--- src/inc/media_cfg_pkg.sv ---
// Purpose: Shared constants and types for media select and jumperless configuration
// Assumes: 50 MHz system clock, 10-bit ISA I/O address decode
// Notes:   Register offsets relative to the base I/O address are set here
package media_cfg_pkg;

  // System clock
  localparam int unsigned CLK_MHZ = 50;

  // Jumperless alias location and write count
  localparam logic [9:0] ALIAS_ADDR   = 10'h278;
  localparam logic [2:0] ALIAS_WRITES = 3'h4;

  // Register offsets from the selected base
  localparam logic [9:0] OFF_CFG_A = 10'h00A;
  localparam logic [9:0] OFF_CFG_B = 10'h00B;
  localparam logic [9:0] OFF_CFG_C = 10'h00C;

  // Field positions
  localparam int unsigned A_IOAD_LSB = 0;
  localparam int unsigned A_IOAD_MSB = 2;
  localparam int unsigned B_GDLINK   = 2;
  localparam int unsigned C_AUTOSW   = 4;
  localparam int unsigned C_SHIELD   = 6;
  localparam int unsigned C_LOCK     = 7;

  // Base address selection; the all-ones code is the reserved, jumperless mode
  localparam logic [2:0] IOAD_RESERVED = 3'h7;
  localparam logic [9:0] BASE_TABLE [8] = '{10'h300, 10'h280, 10'h340, 10'h320,
                                            10'h240, 10'h2C0, 10'h360, 10'h000};

  // Reset values
  localparam logic [7:0] CFG_A_RST = 8'h07;
  localparam logic [7:0] CFG_B_RST = 8'h00;
  localparam logic [7:0] CFG_C_RST = 8'h20;

  // Unjab interval and its cycle count (longest time, rounded down)
  localparam int unsigned UNJAB_TIME_US = 500;
  localparam int unsigned UNJAB_CYCLES  = UNJAB_TIME_US * CLK_MHZ;

  // One I/O bus request, strobes one cycle wide
  typedef struct packed {
    logic       wr;
    logic       rd;
    logic [9:0] addr;
    logic [7:0] data;
  } io_req_t;

  // Configuration register set
  typedef struct packed {
    logic [7:0] a;
    logic [7:0] b;
    logic [7:0] c;
  } cfg_regs_t;

  // Port selection state, one-hot
  typedef enum logic [3:0] {
    ST_TP     = 4'h1,
    ST_TO_AUI = 4'h2,
    ST_AUI    = 4'h4,
    ST_TO_TP  = 4'h8
  } port_state_t;

endpackage

--- src/verilog/unjab_timer.sv ---
// Purpose: Measures the quiet interval after jabbering ends
// Assumes: jabber_i synchronous to ref_clk_i
// Notes:   done_o stays low while jabbering and for CYCLES edges after
`timescale 1ns/1ps
`default_nettype none
module unjab_timer #(
  parameter int unsigned CYCLES = 25000
) (
  input  wire logic ref_clk_i,
  input  wire logic rst_i,
  input  wire logic jabber_i,
  output logic      done_o
);
  localparam int unsigned W = $clog2(CYCLES + 1);
  localparam logic [W-1:0] LAST = W'(CYCLES);

  logic [W-1:0] cnt_q;
  logic [W-1:0] cnt_d;
  logic         done_d;

  // Count restarts on every jabber cycle and saturates at the interval
  always_comb begin
    cnt_d  = cnt_q;
    done_d = 1'b0;
    if (jabber_i) begin
      cnt_d = '0;
    end else if (cnt_q != LAST) begin
      cnt_d = cnt_q + W'(1);
    end else begin
      done_d = 1'b1;
    end
  end

  // Starts done so that a link fail with no jabber history switches at once
  always_ff @(posedge ref_clk_i or posedge rst_i) begin
    if (rst_i) begin
      cnt_q  <= LAST;
      done_o <= 1'b1;
    end else begin
      cnt_q  <= cnt_d;
      done_o <= done_d;
    end
  end
endmodule
`default_nettype wire

--- src/verilog/pair_drive.sv ---
// Purpose: Drives one twisted-pair output pair in UTP or STP manner
// Assumes: Output enables are active low
// Notes:   The idle leg is released, never driven low
`timescale 1ns/1ps
`default_nettype none
module pair_drive (
  input  wire logic ref_clk_i,
  input  wire logic rst_i,
  input  wire logic data_i,
  input  wire logic stp_i,
  output logic      pos_o,
  output logic      pos_oe_n_o,
  output logic      neg_o,
  output logic      neg_oe_n_o
);
  logic pos_d;
  logic pos_oe_n_d;
  logic neg_d;
  logic neg_oe_n_d;

  // Only one leg carries the signal; the other floats
  always_comb begin
    pos_d      = stp_i ? 1'b0 : data_i;
    pos_oe_n_d = stp_i;
    neg_d      = stp_i ? data_i : 1'b0;
    neg_oe_n_d = ~stp_i;
  end

  // Reset to UTP, the default wiring
  always_ff @(posedge ref_clk_i or posedge rst_i) begin
    if (rst_i) begin
      pos_o      <= 1'b0;
      pos_oe_n_o <= 1'b0;
      neg_o      <= 1'b0;
      neg_oe_n_o <= 1'b1;
    end else begin
      pos_o      <= pos_d;
      pos_oe_n_o <= pos_oe_n_d;
      neg_o      <= neg_d;
      neg_oe_n_o <= neg_oe_n_d;
    end
  end
endmodule
`default_nettype wire

--- src/verilog/media_select_cfg.sv ---
// Purpose: Jumperless base-address setup, configuration registers and media selection
// Assumes: I/O strobes are one-cycle pulses synchronous to ref_clk_i
// Notes:   Straps are captured at the first edge after reset release
`timescale 1ns/1ps
`default_nettype none
module media_select_cfg #(
  parameter int unsigned UNJAB_CYCLES = media_cfg_pkg::UNJAB_CYCLES
) (
  input  wire logic                   ref_clk_i,
  input  wire logic                   rst_i,
  input  wire media_cfg_pkg::io_req_t io_req_i,
  output logic [7:0]                  io_rdata_o,
  output logic                        io_ack_o,
  input  wire logic                   filter_strap_pin_i,
  input  wire logic                   shield_strap_pin_i,
  input  wire logic                   autoswitch_strap_pin_i,
  input  wire logic                   link_ok_i,
  input  wire logic                   pkt_busy_i,
  input  wire logic                   jabber_i,
  input  wire logic                   tx_data_i,
  input  wire logic                   tx_predistort_i,
  output logic                        tx_out_pos_o,
  output logic                        tx_out_pos_oe_n_o,
  output logic                        tx_out_neg_o,
  output logic                        tx_out_neg_oe_n_o,
  output logic                        tx_predistort_pos_o,
  output logic                        tx_predistort_pos_oe_n_o,
  output logic                        tx_predistort_neg_o,
  output logic                        tx_predistort_neg_oe_n_o,
  output logic                        filter_en_o,
  output logic                        aui_sel_o,
  output logic                        thin_en_o,
  output logic [9:0]                  io_base_o
);

  media_cfg_pkg::cfg_regs_t   cfg_q;
  media_cfg_pkg::cfg_regs_t   cfg_d;
  media_cfg_pkg::port_state_t st_q;
  media_cfg_pkg::port_state_t st_d;
  logic       strap_done_q;
  logic       strap_done_d;
  logic       alias_used_q;
  logic       alias_used_d;
  logic [2:0] alias_cnt_q;
  logic [2:0] alias_cnt_d;
  logic       filter_q;
  logic       filter_d;
  logic [7:0] rdata_d;
  logic       ack_d;
  logic       thin_d;
  logic [9:0] base_d;
  logic       unjab_done;
  logic       reserved_mode;
  logic       alias_hit;
  logic       locked;
  logic       shield_mode;
  logic       autosw_mode;
  logic       aui_now;
  logic [9:0] base_addr;

  // Decode of the current mode bits
  assign base_addr     = media_cfg_pkg::BASE_TABLE[cfg_q.a[media_cfg_pkg::A_IOAD_MSB:media_cfg_pkg::A_IOAD_LSB]];
  assign reserved_mode = cfg_q.a[media_cfg_pkg::A_IOAD_MSB:media_cfg_pkg::A_IOAD_LSB]
                         == media_cfg_pkg::IOAD_RESERVED;
  assign locked        = cfg_q.c[media_cfg_pkg::C_LOCK];
  assign shield_mode   = cfg_q.c[media_cfg_pkg::C_SHIELD];
  assign autosw_mode   = cfg_q.c[media_cfg_pkg::C_AUTOSW];
  assign aui_now       = (st_q == media_cfg_pkg::ST_AUI) || (st_q == media_cfg_pkg::ST_TO_TP);
  // Alias answers only in reserved mode and before its single use
  assign alias_hit     = reserved_mode && !alias_used_q && (io_req_i.addr == media_cfg_pkg::ALIAS_ADDR);

  // Configuration registers, alias counter and strap capture
  always_comb begin
    cfg_d        = cfg_q;
    strap_done_d = 1'b1;
    alias_used_d = alias_used_q;
    alias_cnt_d  = alias_cnt_q;
    filter_d     = filter_q;
    if (!strap_done_q) begin
      filter_d                          = filter_strap_pin_i;
      cfg_d.c[media_cfg_pkg::C_SHIELD] = shield_strap_pin_i;
      cfg_d.c[media_cfg_pkg::C_AUTOSW] = autoswitch_strap_pin_i;
    end else if (io_req_i.wr && alias_hit) begin
      if (alias_cnt_q == media_cfg_pkg::ALIAS_WRITES - 3'h1) begin
        cfg_d.a[media_cfg_pkg::A_IOAD_MSB:media_cfg_pkg::A_IOAD_LSB] =
          io_req_i.data[media_cfg_pkg::A_IOAD_MSB:media_cfg_pkg::A_IOAD_LSB];
        alias_used_d = 1'b1;
        alias_cnt_d  = 3'h0;
      end else begin
        alias_cnt_d = alias_cnt_q + 3'h1;
      end
    end else if (io_req_i.wr || io_req_i.rd) begin
      // Any other access restarts the count
      alias_cnt_d = 3'h0;
      if (io_req_i.wr && !locked && !reserved_mode) begin
        if (io_req_i.addr == base_addr + media_cfg_pkg::OFF_CFG_A) begin
          cfg_d.a = io_req_i.data;
        end else if (io_req_i.addr == base_addr + media_cfg_pkg::OFF_CFG_B) begin
          cfg_d.b = io_req_i.data;
        end else if (io_req_i.addr == base_addr + media_cfg_pkg::OFF_CFG_C) begin
          cfg_d.c = io_req_i.data;
        end
      end
    end
  end

  always_ff @(posedge ref_clk_i or posedge rst_i) begin
    if (rst_i) begin
      cfg_q        <= '{a: media_cfg_pkg::CFG_A_RST, b: media_cfg_pkg::CFG_B_RST, c: media_cfg_pkg::CFG_C_RST};
      strap_done_q <= 1'b0;
      alias_used_q <= 1'b0;
      alias_cnt_q  <= 3'h0;
      filter_q     <= 1'b0;
    end else begin
      cfg_q        <= cfg_d;
      strap_done_q <= strap_done_d;
      alias_used_q <= alias_used_d;
      alias_cnt_q  <= alias_cnt_d;
      filter_q     <= filter_d;
    end
  end

  // Read path; link status is live so software can watch auto-switch decisions
  always_comb begin
    rdata_d = 8'h00;
    ack_d   = io_req_i.rd || io_req_i.wr;
    if (io_req_i.rd) begin
      if (alias_hit) begin
        rdata_d = cfg_q.a;
      end else if (!reserved_mode && io_req_i.addr == base_addr + media_cfg_pkg::OFF_CFG_A) begin
        rdata_d = cfg_q.a;
      end else if (!reserved_mode && io_req_i.addr == base_addr + media_cfg_pkg::OFF_CFG_B) begin
        rdata_d                          = cfg_q.b;
        rdata_d[media_cfg_pkg::B_GDLINK] = link_ok_i;
      end else if (!reserved_mode && io_req_i.addr == base_addr + media_cfg_pkg::OFF_CFG_C) begin
        rdata_d = cfg_q.c;
      end
    end
  end

  // Unjab interval after the end of jabbering
  unjab_timer #(
    .CYCLES (UNJAB_CYCLES)
  ) u_unjab (
    .ref_clk_i (ref_clk_i),
    .rst_i     (rst_i),
    .jabber_i  (jabber_i),
    .done_o    (unjab_done)
  );

  // Port selection; without auto-switch twisted pair stays selected
  always_comb begin
    st_d = st_q;
    unique case (st_q)
      media_cfg_pkg::ST_TP: begin
        if (autosw_mode && !link_ok_i) begin
          st_d = media_cfg_pkg::ST_TO_AUI;
        end
      end
      media_cfg_pkg::ST_TO_AUI: begin
        if (!autosw_mode || link_ok_i) begin
          st_d = media_cfg_pkg::ST_TP;
        end else if (!pkt_busy_i && !jabber_i && unjab_done) begin
          st_d = media_cfg_pkg::ST_AUI;
        end
      end
      media_cfg_pkg::ST_AUI: begin
        if (!autosw_mode || link_ok_i) begin
          st_d = media_cfg_pkg::ST_TO_TP;
        end
      end
      media_cfg_pkg::ST_TO_TP: begin
        if (autosw_mode && !link_ok_i) begin
          st_d = media_cfg_pkg::ST_AUI;
        end else if (!pkt_busy_i) begin
          st_d = media_cfg_pkg::ST_TP;
        end
      end
      default: begin
        st_d = media_cfg_pkg::ST_TP;
      end
    endcase
  end

  // Registered status outputs
  always_comb begin
    thin_d = autosw_mode && ((st_d == media_cfg_pkg::ST_AUI) || (st_d == media_cfg_pkg::ST_TO_TP));
    base_d = base_addr;
  end

  always_ff @(posedge ref_clk_i or posedge rst_i) begin
    if (rst_i) begin
      st_q        <= media_cfg_pkg::ST_TP;
      io_rdata_o  <= 8'h00;
      io_ack_o    <= 1'b0;
      filter_en_o <= 1'b0;
      aui_sel_o   <= 1'b0;
      thin_en_o   <= 1'b0;
      io_base_o   <= 10'h000;
    end else begin
      st_q        <= st_d;
      io_rdata_o  <= rdata_d;
      io_ack_o    <= ack_d;
      filter_en_o <= filter_d;
      aui_sel_o   <= (st_d == media_cfg_pkg::ST_AUI) || (st_d == media_cfg_pkg::ST_TO_TP);
      thin_en_o   <= thin_d;
      io_base_o   <= base_d;
    end
  end

  pair_drive u_tx_pair (
    .ref_clk_i  (ref_clk_i),
    .rst_i      (rst_i),
    .data_i     (tx_data_i),
    .stp_i      (shield_mode),
    .pos_o      (tx_out_pos_o),
    .pos_oe_n_o (tx_out_pos_oe_n_o),
    .neg_o      (tx_out_neg_o),
    .neg_oe_n_o (tx_out_neg_oe_n_o)
  );

  pair_drive u_pd_pair (
    .ref_clk_i  (ref_clk_i),
    .rst_i      (rst_i),
    .data_i     (tx_predistort_i),
    .stp_i      (shield_mode),
    .pos_o      (tx_predistort_pos_o),
    .pos_oe_n_o (tx_predistort_pos_oe_n_o),
    .neg_o      (tx_predistort_neg_o),
    .neg_oe_n_o (tx_predistort_neg_oe_n_o)
  );
endmodule
`default_nettype wire

--- config.mk ---
export PLATFORM = sky130hd
export DESIGN_NAME = media_select_cfg
export DESIGN_NICKNAME = d
export VERILOG_FILES = /design/src/inc/media_cfg_pkg.sv /design/src/verilog/unjab_timer.sv /design/src/verilog/pair_drive.sv /design/src/verilog/media_select_cfg.sv
export SDC_FILE = /design/constraint.sdc
export NUM_CORES = 1
export LEC_CHECK = 0
export ABC_CLOCK_PERIOD_IN_PS = 3000
export BUFFER_PORTS_ARGS = -buffer_cell sky130_fd_sc_hd__buf_2
export CORE_ASPECT_RATIO = 0.6
export CORE_MARGIN = 2
export CORE_UTILIZATION = 30
export CTS_BUF_LIST = sky130_fd_sc_hd__clkbuf_2
export CTS_CLUSTER_SIZE = 30
export DETAILED_ROUTE_END_ITERATION = 7
export GPL_ROUTABILITY_DRIVEN = 0
export HOLD_SLACK_MARGIN = 0.08
export SLEW_MARGIN = 5
export SYNTH_ARGS = -nofsm -noshare
export SYNTH_HDL_FRONTEND = slang
export SYNTH_SLANG_ARGS = --single-unit
export TNS_END_PERCENT = 5
--- constraint.sdc ---
create_clock -name ref_clk_i -period 3 [get_ports ref_clk_i]
set_clock_uncertainty 0.1 [all_clocks]
set_input_delay 0.6 -clock ref_clk_i [delete_from_list [all_inputs] [get_ports ref_clk_i]]
set_output_delay 0.6 -clock ref_clk_i [all_outputs]
set_load 0.05 [all_outputs]
==> impl_metrics.ini <==
[routing]
via_count = 2526
viasPerCell = 4.704
ant_nets = 0
drt-initial-drc-count = 137
drt_pre_antenna_iters = 4
drcViolationCount = 0
wirelength_mm = 7.914
wl_per_cell_um = 14.74

[global_routing]
antenna_found_initial = 0
grt_pass1_wl_mm = 12.65
grt_max_degree = 72
grt_overflow_total = 0
top_usage_layer = met1
use_met1_pct = 20.05
grt_pass1_vias = 2397
met2_usage_pct = 18.14
grt_use_met3_pct = 5.113
grt_usage_pct = 13.61

[die]
design.die.area_um2 = 12470
die_w_um = 142.8
start_util_pct = 30.70
fp.dieH_um = 87.29
io_pins = 60
coreArea_um2 = 11300
rows = 30

[sta]
finalHoldViolations = 0
rsz0062_at_grt = no
max_freq_mhz = 372.7
max-slew-margin-rel_pct = 50.66
fin_setup_tns_ns = 0
whs_ns = 0.2003
min_period_ns = 2.683
setup_viol_count_final = 0
slew_violations = 0
fin_ws_ns = 0.3171
fin_crit_sh_pct = 89.43
tightest_slew_ns = 0.7383

[setup_path]
path_class = reg2reg
r2r-start = cfg_q[18]$_DFFE_PP1P_
cpPeakStageDelay_ns = 0.69
cp.depth = 5
reg2reg_depth = 5
path_cells = nor2_1 > a211oi_1 > o311ai_4 > nor3_2 > mux2_2
slowest_stage = dfstp_2
critPathCaptureType = flip-flop
worst-path-buf-inv = 0
r2r_end = cfg_q[20]$_DFFE_PP0P_
worstPathMaxFanout = 15
timing.reg2reg.setup_slack_ns = 0.32
path_delay_family = compound AO/OA/AOI/OAI gates
worst_setup_path_start_kind = flip-flop
worst_ep_required_time_ns = 3.30
worst_ep_arrival_time_ns = 2.99

[clock_tree]
ctsRootBufferMaster = clkbuf_2
clock_path_buffers = 2
tritoncts = yes
cts.clk_slew.worst_paths_ns = 0.19
cts_setup_buffers = 0
numClockSinks = 71
numCtsBuffers = 9
insertion_delay_ns = 0.51
htree_levels = 3
cts_resized = 0
ctsHoldBuffers = 1

[synth]
synth_warnings = 0
yosys_register_bits = 71
synth_edf_count = 0
synthCells = 314
synthArstFlopShare_pct = 100.0
syn_avg_cell_area_um2 = 11.05
synth_flop_cell = dfrtp_1
synth_area_um2 = 3468
yosysUniqueCellTypes = 61
ys_seq_area_share_pct = 51.70

[power_and_ir_drop]
powerDensity_nw_per_um2 = 411.0
vdd_ir_drop_max_uv = 207.7
p_leak_nw = 1.827

[hold_path]
min-delay-start = filter_strap_pin_i
hp-class = in2reg
min_path_cells = 2
holdPathEnd = filter_en_o$_DFFE_PP0N_

[final_layout]
final_cell_mix = dfrtp_1 (58), buf_2 (54), nor2_1 (31)
fin_area_um2 = 3986
fillCellCount = 1152
drive_gt1_share_pct = 31.83
diodes = 0
layout.nets = 406
area_delta_synth_final_pct = 14.93
final_common_cell = dfrtp_1
finish.utilization_pct = 35.28

[placed_design]
post-dp-hpwl_mm = 5.907
dp_slack_ns = 0.3083
portBuffers = 54
placed_cell_area_um2 = 3905

[run]
cap_viol_max_count = 0

[status]
outcome = complete, no violations
-- stage by stage --
| step | power [W] | instances |
|---|---|---|
| final | 0.001639 | 537 |
| after global routing | 0.001737 | 537 |
| after global placement | 0.001227 | 521 |
| after floorplan | 0.001168 | 318 |
| after CTS | 0.001665 | 537 |
| after detailed placement | 0.001232 | 521 |
-- kinds of logic after synthesis --
kind of cell	Yosys count	share of synthesized area [%]
buffers and inverters	29	4.257
AND/OR/NAND/NOR	125	21.14
adder cells (fa/ha/maj)	3	1.082
AO/OA/AOI/OAI	48	11.00
XOR/XNOR	15	3.788
flip-flops	71	51.70
multiplexers	21	6.818
other	2	0.2165
-- layout make-up --
| type | count | area (um2) | share of cell area [%] |
|---|---|---|---|
| Clock buffer | 12 | 60.06 | 1.507 |
| Clock inverter | 3 | 11.26 | 0.2825 |
| Timing Repair Buffer | 60 | 330.3 | 8.286 |
| Inverter | 13 | 48.80 | 1.224 |
| Tap cell | 160 | 200.2 | 5.022 |
| Sequential cell | 71 | 1793 | 44.98 |
| Multi-Input combinational cell | 218 | 1543 | 38.70 |
-- routing by layer --
layer	vias to the layer above	wire [um]
met2	65	3214
met3	2	473
met4	0	23
met1	1240	4202
met5	-	0
li1	1219	-
-- worst reg2reg max path, cell delays in order, from the launching register on --
cell and delay, ns:
dfstp_2 0.69, nor2_1 0.09, a211oi_1 0.44, o311ai_4 0.28
nor3_2 0.56, mux2_2 0.40
-- Yosys cell counts (all sizes together) (8+ instances only) --
master,n,area share (%)
inv,13,1.4
a22oi,8,1.7
dfrtp,58,42
buf,12,2.4
nand2b,9,1.6
nand3,12,1.7
dfstp,13,9.8
o21ai,10,1.4
xor2,9,2.3
mux2,21,6.8
nor3,9,1.7
nand2,14,1.5
nor2,31,3.4
-- worst max path at each step --
| stage | start | endpoint | slack (ns) |
|---|---|---|---|
| after floorplan | io_req_i[10] | cfg_q[16]$_DFFE_PP1P_ | 0.48 |
| after global placement | io_req_i[10] | cfg_q[16]$_DFFE_PP1P_ | 0.38 |
| after detailed placement | io_req_i[10] | cfg_q[16]$_DFFE_PP1P_ | 0.31 |
| after CTS | cfg_q[18]$_DFFE_PP1P_ | cfg_q[20]$_DFFE_PP0P_ | 0.38 |
| after global routing | cfg_q[17]$_DFFE_PP1P_ | cfg_q[2]$_DFFE_PP0P_ | 0.23 |
| final | cfg_q[18]$_DFFE_PP1P_ | cfg_q[20]$_DFFE_PP0P_ | 0.32 |
-- power breakdown --
part	total, W	switching (W)	internal [W]
registers	0.00101	0.0000247	0.000984
logic	0.000206	0.000145	0.0000612
clock network	0.000423	0.000316	0.000108
total	0.00164	0.000485	0.00115
-- sequential cells by signal, summed over array words and instances, names as in the netlist, 3 cells and up --
name and cells:
io_rdata_o 8, cfg_q 22, u_unjab.cnt_q 15, alias_cnt_q 3, st_q 4, io_base_o 5
No activity file was read; power rests on OpenSTA's default activity.
